## config.mk

```make
export PLATFORM = sky130hd
export DESIGN_NAME = ddio_ports
export DESIGN_NICKNAME = d
export VERILOG_FILES = /design/src/rtl/ddio_pkg.sv /design/src/rtl/ddio_ports.sv
export SDC_FILE = /design/constraint.sdc
export NUM_CORES = 1
export LEC_CHECK = 0
export CORE_AREA = 2 2 140 87
export CTS_CLUSTER_SIZE = 16
export DETAILED_ROUTE_END_ITERATION = 8
export DIE_AREA = 0 0 142 89
export DONT_BUFFER_PORTS = 1
export PLACE_DENSITY_LB_ADDON = 0.1
export SLEW_MARGIN = 10
export SYNTH_ARGS = -nofsm -noshare
export SYNTH_HDL_FRONTEND = slang
export SYNTH_SLANG_ARGS = --single-unit
```

## constraint.sdc

```tcl
create_clock -name clk_sys -period 3.84 [get_ports clk_sys]
set_clock_uncertainty 0.15 [all_clocks]
set_input_delay 0.768 -clock clk_sys [delete_from_list [all_inputs] [get_ports clk_sys]]
set_output_delay 0.768 -clock clk_sys [all_outputs]
set_load 0.01 [all_outputs]
```

## src/rtl/ddio_pkg.sv

```systemverilog
// ddio_pkg: port selectors, operation codes and reset values for the display i/o ports
// assumes a single cycle clock domain and a cpu-side port command interface
package ddio_pkg;

  // port selector codes
  localparam logic [3:0] PORT_WAKE   = 4'h0; // wake-capable input port
  localparam logic [3:0] PORT_PLAIN  = 4'h1; // plain input port
  localparam logic [3:0] PORT_BIDIR1 = 4'h2; // first bidirectional port
  localparam logic [3:0] PORT_BIDIR2 = 4'h3; // second bidirectional port
  localparam logic [3:0] PORT_DIG1   = 4'h4; // first digit drive port
  localparam logic [3:0] PORT_DIG2   = 4'h5; // second digit drive port
  localparam logic [3:0] PORT_SEG1   = 4'h6; // first segment drive port
  localparam logic [3:0] PORT_SEG2   = 4'h7; // second segment drive port
  localparam logic [3:0] PORT_NDIG   = 4'h8; // narrow digit drive port
  localparam logic [3:0] PORT_HOLD   = 4'h9; // standby request pin as input bit

  // operation codes
  typedef enum logic [2:0] {
    OP_NONE  = 3'b000, // idle
    OP_READ  = 3'b001, // nibble read
    OP_WRITE = 3'b010, // nibble write to latch
    OP_SET   = 3'b011, // set one latch bit
    OP_CLR   = 3'b100, // clear one latch bit
    OP_TEST  = 3'b101  // test one bit for branch
  } ddio_op_t;

  // latch reset values: all outputs off
  localparam logic [3:0] LATCH_RESET = 4'h0;
  localparam logic [3:0] NARROW_MASK = 4'h3; // narrow port has two bits

endpackage : ddio_pkg

```

## src/rtl/ddio_ports.sv

```systemverilog
// ddio_ports: parallel port logic of the display driver microcomputer
// assumes the cpu issues one port operation per clock and pins are synchronous to clk_sys
//
// Notes on behaviour
// input ports: nibble read, single-bit test
// bidir ports as input: read, test
// bidir ports output: write, set, clear
// high-voltage ports: write, set, clear latch
// high-voltage reads return latch, not pins
// high-voltage latch bit testable for branch
// narrow port: two-bit write, set, clear
// narrow port: latch readback and bit test
// wake input port releases instruction standby
// standby request pin readable as input bit
// ten digit bits: two nibbles, two-bit
// eight segment bits: two nibbles
// bit set/clear touches only addressed bit
`timescale 1ns/1ps

module ddio_ports (
  // clock and reset
  input  wire logic               clk_sys,
  input  wire logic               rst,
  // cpu port command
  input  wire ddio_pkg::ddio_op_t opCode,
  input  wire logic [3:0]         opPort,
  input  wire logic [1:0]         opBit,
  input  wire logic [3:0]         opData,
  output logic      [3:0]         rdData,
  output logic                    testFlag,
  // bidirectional port direction, one bit per port, 1 = output
  input  wire logic [1:0]         bidirOut,
  // standby control
  input  wire logic               haltActive,
  output logic                    haltRelease,
  // input pins
  input  wire logic [3:0]         wakeCapableInputPort,
  input  wire logic [3:0]         plainInputPort,
  input  wire logic               holdPin,
  // bidirectional pins
  input  wire logic [3:0]         firstBidirIn,
  output logic      [3:0]         firstBidirOut,
  output logic      [3:0]         firstBidirOe,
  input  wire logic [3:0]         secondBidirIn,
  output logic      [3:0]         secondBidirOut,
  output logic      [3:0]         secondBidirOe,
  // high-voltage outputs
  output logic      [3:0]         firstDigitDrivePort,
  output logic      [3:0]         secondDigitDrivePort,
  output logic      [3:0]         firstSegmentDrivePort,
  output logic      [3:0]         secondSegmentDrivePort,
  output logic      [1:0]         narrowDigitDrivePort
);

  // output latches, index 0..1 bidir, 2..6 high-voltage ports
  // the narrow port shares the array; its top two latch bits are held at zero
  logic [3:0] latchReg [0:6];
  logic [3:0] latchNext [0:6];
  logic [1:0] dirReg;        // registered direction for pin enables
  logic [3:0] rdDataReg;     // read result
  logic       testFlagReg;   // branch condition result
  logic       haltRelReg;    // wake request

  // decode: selected latch index and whether the port owns a latch
  logic [2:0] latchIdx;
  logic       hasLatch;
  assign hasLatch = (opPort >= ddio_pkg::PORT_BIDIR1) && (opPort <= ddio_pkg::PORT_NDIG);
  assign latchIdx = hasLatch ? 3'(opPort - ddio_pkg::PORT_BIDIR1) : 3'd0;

  // bidir ports accept latch writes only while set as output
  wire bidirSel  = (opPort == ddio_pkg::PORT_BIDIR1) || (opPort == ddio_pkg::PORT_BIDIR2);
  wire bidirIsOut = bidirSel ? bidirOut[opPort[0]] : 1'b1;
  wire writeEn   = hasLatch && bidirIsOut;
  wire isNarrow  = (opPort == ddio_pkg::PORT_NDIG);

  // narrow port keeps only two bits; higher bits of its latch stay zero
  wire [3:0] portMask = isNarrow ? ddio_pkg::NARROW_MASK : 4'hF;
  wire [3:0] bitOne   = 4'(1) << opBit;
  wire [3:0] curLatch = latchReg[latchIdx];

  // read source: pins for inputs and bidir inputs, latch for output ports
  // a bidir port in output mode reads back its own latch, so software doing a
  // read-modify-write never picks up a key that happens to pull the pin
  logic [3:0] readVal;
  always_comb begin
    unique case (opPort)
      ddio_pkg::PORT_WAKE:   readVal = wakeCapableInputPort;
      ddio_pkg::PORT_PLAIN:  readVal = plainInputPort;
      ddio_pkg::PORT_BIDIR1: readVal = bidirOut[0] ? latchReg[0] : firstBidirIn;
      ddio_pkg::PORT_BIDIR2: readVal = bidirOut[1] ? latchReg[1] : secondBidirIn;
      ddio_pkg::PORT_HOLD:   readVal = {3'b000, holdPin};
      default:               readVal = hasLatch ? (curLatch & portMask) : 4'h0;
    endcase
  end

  // next latch values: only the addressed latch changes, and a set or clear changes only its addressed bit
  // bit ops work on the current latch in place, so a set or clear costs one
  // cycle like a nibble write and needs no mask register
  always_comb begin
    for (int i = 0; i < 7; i++) begin
      latchNext[i] = latchReg[i];
    end
    if (writeEn) begin
      unique case (opCode)
        ddio_pkg::OP_WRITE: latchNext[latchIdx] = opData & portMask;
        ddio_pkg::OP_SET:   latchNext[latchIdx] = (curLatch | bitOne) & portMask;
        ddio_pkg::OP_CLR:   latchNext[latchIdx] = curLatch & ~bitOne;
        default:            latchNext[latchIdx] = curLatch;
      endcase
    end
  end

  // latch registers
  // reset is synchronous: digits and segments go dark at the first clk_sys edge that sees rst high
  always_ff @(posedge clk_sys) begin
    for (int i = 0; i < 7; i++) begin
      latchReg[i] <= rst ? ddio_pkg::LATCH_RESET : latchNext[i];
    end
  end

  // read, test and wake results, registered so outputs come from flops
  // direction is registered too so pin enables come from a flop; the enable
  // therefore trails bidirOut by one cycle, while latch writes follow it at once
  always_ff @(posedge clk_sys) begin
    if (rst) begin
      rdDataReg   <= 4'h0;
      testFlagReg <= 1'b0;
      haltRelReg  <= 1'b0;
      dirReg      <= 2'b00;
    end else begin
      dirReg <= bidirOut;
      rdDataReg <= (opCode == ddio_pkg::OP_READ) ? readVal : rdDataReg;
      // a test of a bit beyond the narrow port width reads as zero
      testFlagReg <= (opCode == ddio_pkg::OP_TEST) ? readVal[opBit] : testFlagReg;
      // wake is level sensitive: a key still held as standby is entered
      // releases it at once, which suits a key scan that polls after wake
      // any high wake pin releases the instruction standby
      haltRelReg <= haltActive && (|wakeCapableInputPort);
    end
  end

  // pin drivers: ten digit bits and eight segment bits from latches
  // every pin output is a plain copy of a flop, no logic sits after it
  assign firstDigitDrivePort    = latchReg[2];
  assign secondDigitDrivePort   = latchReg[3];
  assign narrowDigitDrivePort   = latchReg[6][1:0];
  assign firstSegmentDrivePort  = latchReg[4];
  assign secondSegmentDrivePort = latchReg[5];
  assign firstBidirOut  = latchReg[0];
  assign secondBidirOut = latchReg[1];
  assign firstBidirOe   = {4{dirReg[0]}};
  assign secondBidirOe  = {4{dirReg[1]}};
  assign rdData      = rdDataReg;
  assign testFlag    = testFlagReg;
  assign haltRelease = haltRelReg;

  // checks below watch the pins one edge after an op is taken;
  // $past brings back the operands as they stood at that edge
  // latch bit operations
  // set changes only the addressed bit
  a_set_one_bit: assert property (@(posedge clk_sys) disable iff (rst)
    (opCode == ddio_pkg::OP_SET && opPort == ddio_pkg::PORT_SEG1)
    |=> (firstSegmentDrivePort == ($past(firstSegmentDrivePort) | (4'(1) << $past(opBit)))))
    else $error("set altered other bits");

  // clear changes only the addressed bit
  a_clr_one_bit: assert property (@(posedge clk_sys) disable iff (rst)
    (opCode == ddio_pkg::OP_CLR && opPort == ddio_pkg::PORT_DIG1)
    |=> (firstDigitDrivePort == ($past(firstDigitDrivePort) & ~(4'(1) << $past(opBit)))))
    else $error("clear altered other bits");

  // nibble write lands on the digit port
  a_write_digit: assert property (@(posedge clk_sys) disable iff (rst)
    (opCode == ddio_pkg::OP_WRITE && opPort == ddio_pkg::PORT_DIG2)
    |=> secondDigitDrivePort == $past(opData))
    else $error("digit write lost");

  // output port read returns latch
  a_read_latch: assert property (@(posedge clk_sys) disable iff (rst)
    (opCode == ddio_pkg::OP_READ && opPort == ddio_pkg::PORT_SEG2)
    |=> rdData == $past(secondSegmentDrivePort))
    else $error("readback not latch");

  // input port read returns pins
  a_read_input: assert property (@(posedge clk_sys) disable iff (rst)
    (opCode == ddio_pkg::OP_READ && opPort == ddio_pkg::PORT_PLAIN)
    |=> rdData == $past(plainInputPort))
    else $error("input read wrong");

  // bidir input read returns pins
  a_bidir_in: assert property (@(posedge clk_sys) disable iff (rst)
    (opCode == ddio_pkg::OP_READ && opPort == ddio_pkg::PORT_BIDIR1 && !bidirOut[0])
    |=> rdData == $past(firstBidirIn))
    else $error("bidir input read wrong");

  // bidir write when output reaches the pins
  a_bidir_out: assert property (@(posedge clk_sys) disable iff (rst)
    (opCode == ddio_pkg::OP_WRITE && opPort == ddio_pkg::PORT_BIDIR2 && bidirOut[1])
    |=> secondBidirOut == $past(opData))
    else $error("bidir write lost");

  // narrow port keeps two bits
  a_narrow_write: assert property (@(posedge clk_sys) disable iff (rst)
    (opCode == ddio_pkg::OP_WRITE && opPort == ddio_pkg::PORT_NDIG)
    |=> narrowDigitDrivePort == $past(opData[1:0]))
    else $error("narrow write wrong");

  // test of narrow latch bit
  a_narrow_test: assert property (@(posedge clk_sys) disable iff (rst)
    (opCode == ddio_pkg::OP_TEST && opPort == ddio_pkg::PORT_NDIG && opBit == 2'd1)
    |=> testFlag == $past(narrowDigitDrivePort[1]))
    else $error("narrow test wrong");

  // test of segment latch bit
  a_seg_test: assert property (@(posedge clk_sys) disable iff (rst)
    (opCode == ddio_pkg::OP_TEST && opPort == ddio_pkg::PORT_SEG1)
    |=> testFlag == $past(firstSegmentDrivePort[opBit]))
    else $error("segment test wrong");

  // wake pins release standby one cycle later
  a_wake_release: assert property (@(posedge clk_sys) disable iff (rst)
    (haltActive && |wakeCapableInputPort) |=> haltRelease)
    else $error("wake not released");

  // hold pin read
  a_hold_read: assert property (@(posedge clk_sys) disable iff (rst)
    (opCode == ddio_pkg::OP_READ && opPort == ddio_pkg::PORT_HOLD)
    |=> rdData == {3'b000, $past(holdPin)})
    else $error("hold read wrong");

  // segment port two written
  a_seg_write: assert property (@(posedge clk_sys) disable iff (rst)
    (opCode == ddio_pkg::OP_WRITE && opPort == ddio_pkg::PORT_SEG2)
    |=> secondSegmentDrivePort == $past(opData))
    else $error("segment write lost");

  // writes to an input-only port leave the first bidir latch alone
  a_input_no_write: assert property (@(posedge clk_sys) disable iff (rst)
    (opCode == ddio_pkg::OP_WRITE && opPort == ddio_pkg::PORT_PLAIN)
    |=> firstBidirOut == $past(firstBidirOut))
    else $error("input port write reached a latch");

  // wake port read returns its pins
  a_wake_read: assert property (@(posedge clk_sys) disable iff (rst)
    (opCode == ddio_pkg::OP_READ && opPort == ddio_pkg::PORT_WAKE)
    |=> rdData == $past(wakeCapableInputPort))
    else $error("wake port read wrong");

  // plain input bit test follows the pin
  a_input_test: assert property (@(posedge clk_sys) disable iff (rst)
    (opCode == ddio_pkg::OP_TEST && opPort == ddio_pkg::PORT_PLAIN)
    |=> testFlag == $past(plainInputPort[opBit]))
    else $error("input bit test wrong");

  // second bidir port read as input returns pins
  a_bidir2_in: assert property (@(posedge clk_sys) disable iff (rst)
    (opCode == ddio_pkg::OP_READ && opPort == ddio_pkg::PORT_BIDIR2 && !bidirOut[1])
    |=> rdData == $past(secondBidirIn))
    else $error("second bidir input read wrong");

  // bidir port set as input refuses latch changes
  a_bidir_refuse: assert property (@(posedge clk_sys) disable iff (rst)
    (opCode inside {ddio_pkg::OP_WRITE, ddio_pkg::OP_SET, ddio_pkg::OP_CLR}
     && opPort == ddio_pkg::PORT_BIDIR1 && !bidirOut[0])
    |=> firstBidirOut == $past(firstBidirOut))
    else $error("input-mode bidir latch changed");

  // pin enables trail the direction input by one edge
  a_oe_follow: assert property (@(posedge clk_sys) disable iff (rst)
    1'b1
    |=> firstBidirOe == {4{$past(bidirOut[0])}} && secondBidirOe == {4{$past(bidirOut[1])}})
    else $error("pin enable wrong");

  // set on the second digit port latch
  a_dig2_set: assert property (@(posedge clk_sys) disable iff (rst)
    (opCode == ddio_pkg::OP_SET && opPort == ddio_pkg::PORT_DIG2)
    |=> secondDigitDrivePort == ($past(secondDigitDrivePort) | (4'(1) << $past(opBit))))
    else $error("digit set wrong");

  // digit port read returns the latch
  a_dig1_read: assert property (@(posedge clk_sys) disable iff (rst)
    (opCode == ddio_pkg::OP_READ && opPort == ddio_pkg::PORT_DIG1)
    |=> rdData == $past(firstDigitDrivePort))
    else $error("digit readback not latch");

  // digit latch bit test
  a_dig1_test: assert property (@(posedge clk_sys) disable iff (rst)
    (opCode == ddio_pkg::OP_TEST && opPort == ddio_pkg::PORT_DIG1)
    |=> testFlag == $past(firstDigitDrivePort[opBit]))
    else $error("digit test wrong");

  // narrow port ignores a set of bits it does not have
  a_narrow_high: assert property (@(posedge clk_sys) disable iff (rst)
    (opCode == ddio_pkg::OP_SET && opPort == ddio_pkg::PORT_NDIG && opBit[1])
    |=> narrowDigitDrivePort == $past(narrowDigitDrivePort))
    else $error("narrow high set changed latch");

  // no release while the cpu runs
  a_no_release: assert property (@(posedge clk_sys) disable iff (rst)
    !haltActive
    |=> !haltRelease)
    else $error("release without standby");

  // first segment port written
  a_seg1_write: assert property (@(posedge clk_sys) disable iff (rst)
    (opCode == ddio_pkg::OP_WRITE && opPort == ddio_pkg::PORT_SEG1)
    |=> firstSegmentDrivePort == $past(opData))
    else $error("first segment write lost");

endmodule : ddio_ports

```

==> results.md <==
Clocking:
- The post-CTS setup buffer count is 0.
- The clock-pin slew on the worst setup and hold paths is 0.07 ns.
- The level count of the clock H-tree is 2.
- The library cell used as clock root buffer is sky130_fd_sc_hd__clkbuf_16.
- No sink is reached through more buffers than the 2 on the longest clock path.
- The post-cts sizing count is 0.
- The number of hold buffers added after cts is 0.
- Clock latency on the worst-skew pair, taken at its later pin, is 0.29 ns.
- The total clock sinks is 36.
- The clock tree from TritonCTS is yes.
- The number of buffers created by CTS is 5.

Yosys:
- The average size of a mapped cell is 7.14 um2.
- Synthesis inferred 36 register bits.
- The most instantiated flip-flop cell in the synthesis netlist is sky130_fd_sc_hd__dfxtp_1.
- Counting flops with a built-in enable in the synthesized netlist gives 0.
- The cell count after synthesis is 470.
- The number of nets in the synthesized netlist is ~510.
- Counting distinct cell types in the post-synthesis netlist gives between 50 and 60.
- The register area share after synthesis is 21.5%.
- The fraction of registers with async set or reset after synthesis is 0%.
- The cell area after technology mapping is 0.00336 mm2.
- The number of warnings issued by yosys is 0.

Drt:
- The via total after detailed routing is 3,998.
- The DRC violation total after the first TritonRoute iteration is 555.
- The detail-routed via count per cell is 6.54.
- In the routed design, unresolved DRC markers number 0.
- The iteration count of the initial detailed-routing pass is 6.
- Summed over all layers, the routed wires come to about 16,000 um.
- In the final routed layout, each cell accounts on average for 26.1 um.
- In this run the remaining antenna-violating nets after routing total 0.

STA:
- Summed over all failing endpoints, the final setup total negative slack is 0 ns.
- The final-report max-slew violation count was 0.
- Headroom to the max-slew limit came out at 40.4%.
- The maximum clock rate is ~0.32 GHz.
- The slew of the pin with the lowest slew margin is 0.892 ns.
- The number of setup violations in the final report is 0.
- Across all setup checks in the final design, the least slack found is 0.734 ns.
- Of the available clock period, the critical path in the final layout requires about four fifths.
- Setup repair after global routing left no endpoint under its margin.
- The tightest hold path in the finished design has a slack of 0.390 ns.
- The clock period could shrink to 3.11 ns.
- The final hold violation count is 0.

Die:
- The die covers 0.0126 mm2.
- The starting utilization of the core area is 29.9%.
- Row generation in the floorplan step produced 30 rows.
- The total area inside the core boundary comes to 0.0112 mm2.
- The I/O pin count is 75.
- The height of the chip is 89 um.
- The die is between 100 and 150 um wide.

Finish:
- The finished layout holds slightly above 600 standard cells, fillers aside.
- The number of nets at the end of the flow is 501.
- In the layout the commonest cells are sky130_fd_sc_hd__nor2_1 (59), sky130_fd_sc_hd__a21oi_1 (41), sky130_fd_sc_hd__nand2_1 (38).
- The most common library cell in the layout ignoring fill and taps is sky130_fd_sc_hd__nor2_1.
- From synthesis to final layout, the design area changed by 11.0%.
- Registers take 721 um2.
- The share of cells above drive strength 1 is 12.0%.
- The number of fillers in the final layout is 1,209.
- The multi-input combinational cells in the finished layout cover a total of between 0.002 and 0.0025 mm2.

Pwr:
- The total power divided by cell area is between 300 and 400 mW/mm2.
- The cell leakage power is approximately 1.2 nW.
- The total chip power is 0.00124 W.
- The worst voltage drop across the vdd grid is 0.136 mV.

Critical path:
- For this design, the slowest cell found on the critical path is sky130_fd_sc_hd__ha_1.
- The largest fanout on the critical path is 22.
- The number of buffers and inverters on the critical path is 2.
- The critical path crosses 9 cells after its start point.
- The data required time of the worst path is ~3.9 ns.
- The kind of critical path is in -> reg.
- The kind of cell adding the most delay to the critical path is compound AO/OA/AOI/OAI gates.
- At the worst endpoint, the arrival time is roughly 3.2 ns.
- The signal on the critical path passes through inv_1 -> ha_1 -> buf_12 -> nand2_1 -> o2111a_1 -> a221o_1 -> o22ai_2 -> o2111ai_1 -> a311oi_1.
- Measured in cells, the most critical reg-to-reg path has a length of 8.
- The worst setup path is captured at a flip-flop.
- The maximum single-stage delay on the critical path is 0.50 ns.
- The kind of start point of the critical path is an input port.

Global routing:
- The maximum number of pins on one net before global-route repair is 42.
- For this run, the total global-route usage over all layers was measured as between 20% and 30%.
- The initial antenna violation count is 0.
- The first-pass GRT wire length is 23,600 um.
- Global routing finished with a remaining overflow of 0.
- The via count of the first global-routing pass is 3,618.

Min path:
- The worst hold path belongs to the class reg -> reg.
- The instance count along the most critical hold path is 2.

Place:
- Summed over all nets, the half-perimeter wirelength after detailed placement is ~12,000 um.
- Before CTS, the worst setup slack after placement is 0.434 ns.
- Buffers placed on the I/O ports in this run total 0.
- The global placement routability congestion is roughly 0.92.
- In this run, placement finished with an instance count of between 600 and 700.

Run status:
- The run finished with clean final reports.

Flow run:
- Max-cap violations in this run came to 0.
## power by group
| part | internal (W) | switching (W) | total, W |
|---|---|---|---|
| registers | 0.000396 | 0.0000511 | 0.000447 |
| logic | 0.000137 | 0.000220 | 0.000357 |
| clock network | 0.000257 | 0.000184 | 0.000440 |
## synth_stat cells, types with 17 or more instances
cell type	instances	share of area, %
sky130_fd_sc_hd__a21oi_1	41	6.1
sky130_fd_sc_hd__clkbuf_1	21	2.3
sky130_fd_sc_hd__dfxtp_1	36	21
sky130_fd_sc_hd__mux2i_1	17	5.1
sky130_fd_sc_hd__nand2_1	38	4.3
sky130_fd_sc_hd__nor2_1	59	6.6
sky130_fd_sc_hd__nor3_1	18	2.7
sky130_fd_sc_hd__o21ai_0	35	5.2
## routing by layer
layer  GRT usage (%)  wire (um)  vias to the layer above
met1            39.5       7880                     1918
met3            9.32       2200                       11
li1                -          -                     1797
met4            4.64         86                        0
met2            32.5       5800                      272
met5               0          0                        -
## cell families (layout without fill, tap and decap cells)
| kind of cell | Yosys count | count (layout) | share of synthesized area (%) |
|---|---|---|---|
| flip-flops | 36 | 36 | 21.5 |
| adder cells (fa/ha/maj) | 1 | 1 | 0.373 |
| AND/OR/NAND/NOR | 169 | 169 | 24.0 |
| multiplexers | 21 | 21 | 6.41 |
| AO/OA/AOI/OAI | 188 | 188 | 39.5 |
| other | 0 | 1 | 0 |
| buffers and inverters | 55 | 51 | 8.20 |
## final timing paths
check                         start                     end  slack (ns)
max reg2reg               flip-flop               flip-flop        1.30
min reg2reg  rdData[1]$_SDFFE_PP0N_  rdData[1]$_SDFFE_PP0N_        0.39
max                       opPort[1]               flip-flop        0.73
min          rdData[1]$_SDFFE_PP0N_  rdData[1]$_SDFFE_PP0N_        0.39
## worst register-to-register path: stages (launching register included)
cell and delay [ns]:
sky130_fd_sc_hd__dfxtp_1 0.57, sky130_fd_sc_hd__inv_1 0.17, sky130_fd_sc_hd__a21oi_1 0.15, sky130_fd_sc_hd__a21oi_1 0.08, sky130_fd_sc_hd__a221o_1 0.55, sky130_fd_sc_hd__buf_4 0.24
sky130_fd_sc_hd__nor2_1 0.16, sky130_fd_sc_hd__o21ai_0 0.12, sky130_fd_sc_hd__a311oi_1 0.25
## cell type report
type	instances	share of cell area (%)
Multi-Input combinational cell	379	63.5
Clock inverter	2	0.269
Tap cell	144	4.84
Inverter	11	1.11
Timing Repair Buffer	32	7.12
Clock buffer	6	3.73
Sequential cell	36	19.3
Antenna cell	1	0.0672
## through the flow
stage,cell area (um2),utilization (%)
2_1_floorplan,3360,-
3_3_place_gp,3570,31.8
3_5_place_dp,3570,31.8
4_1_cts,3720,33.2
5_1_grt,3720,33.2
6_report,3720,33.2
Note: power is estimated with default switching activity, not from simulation.
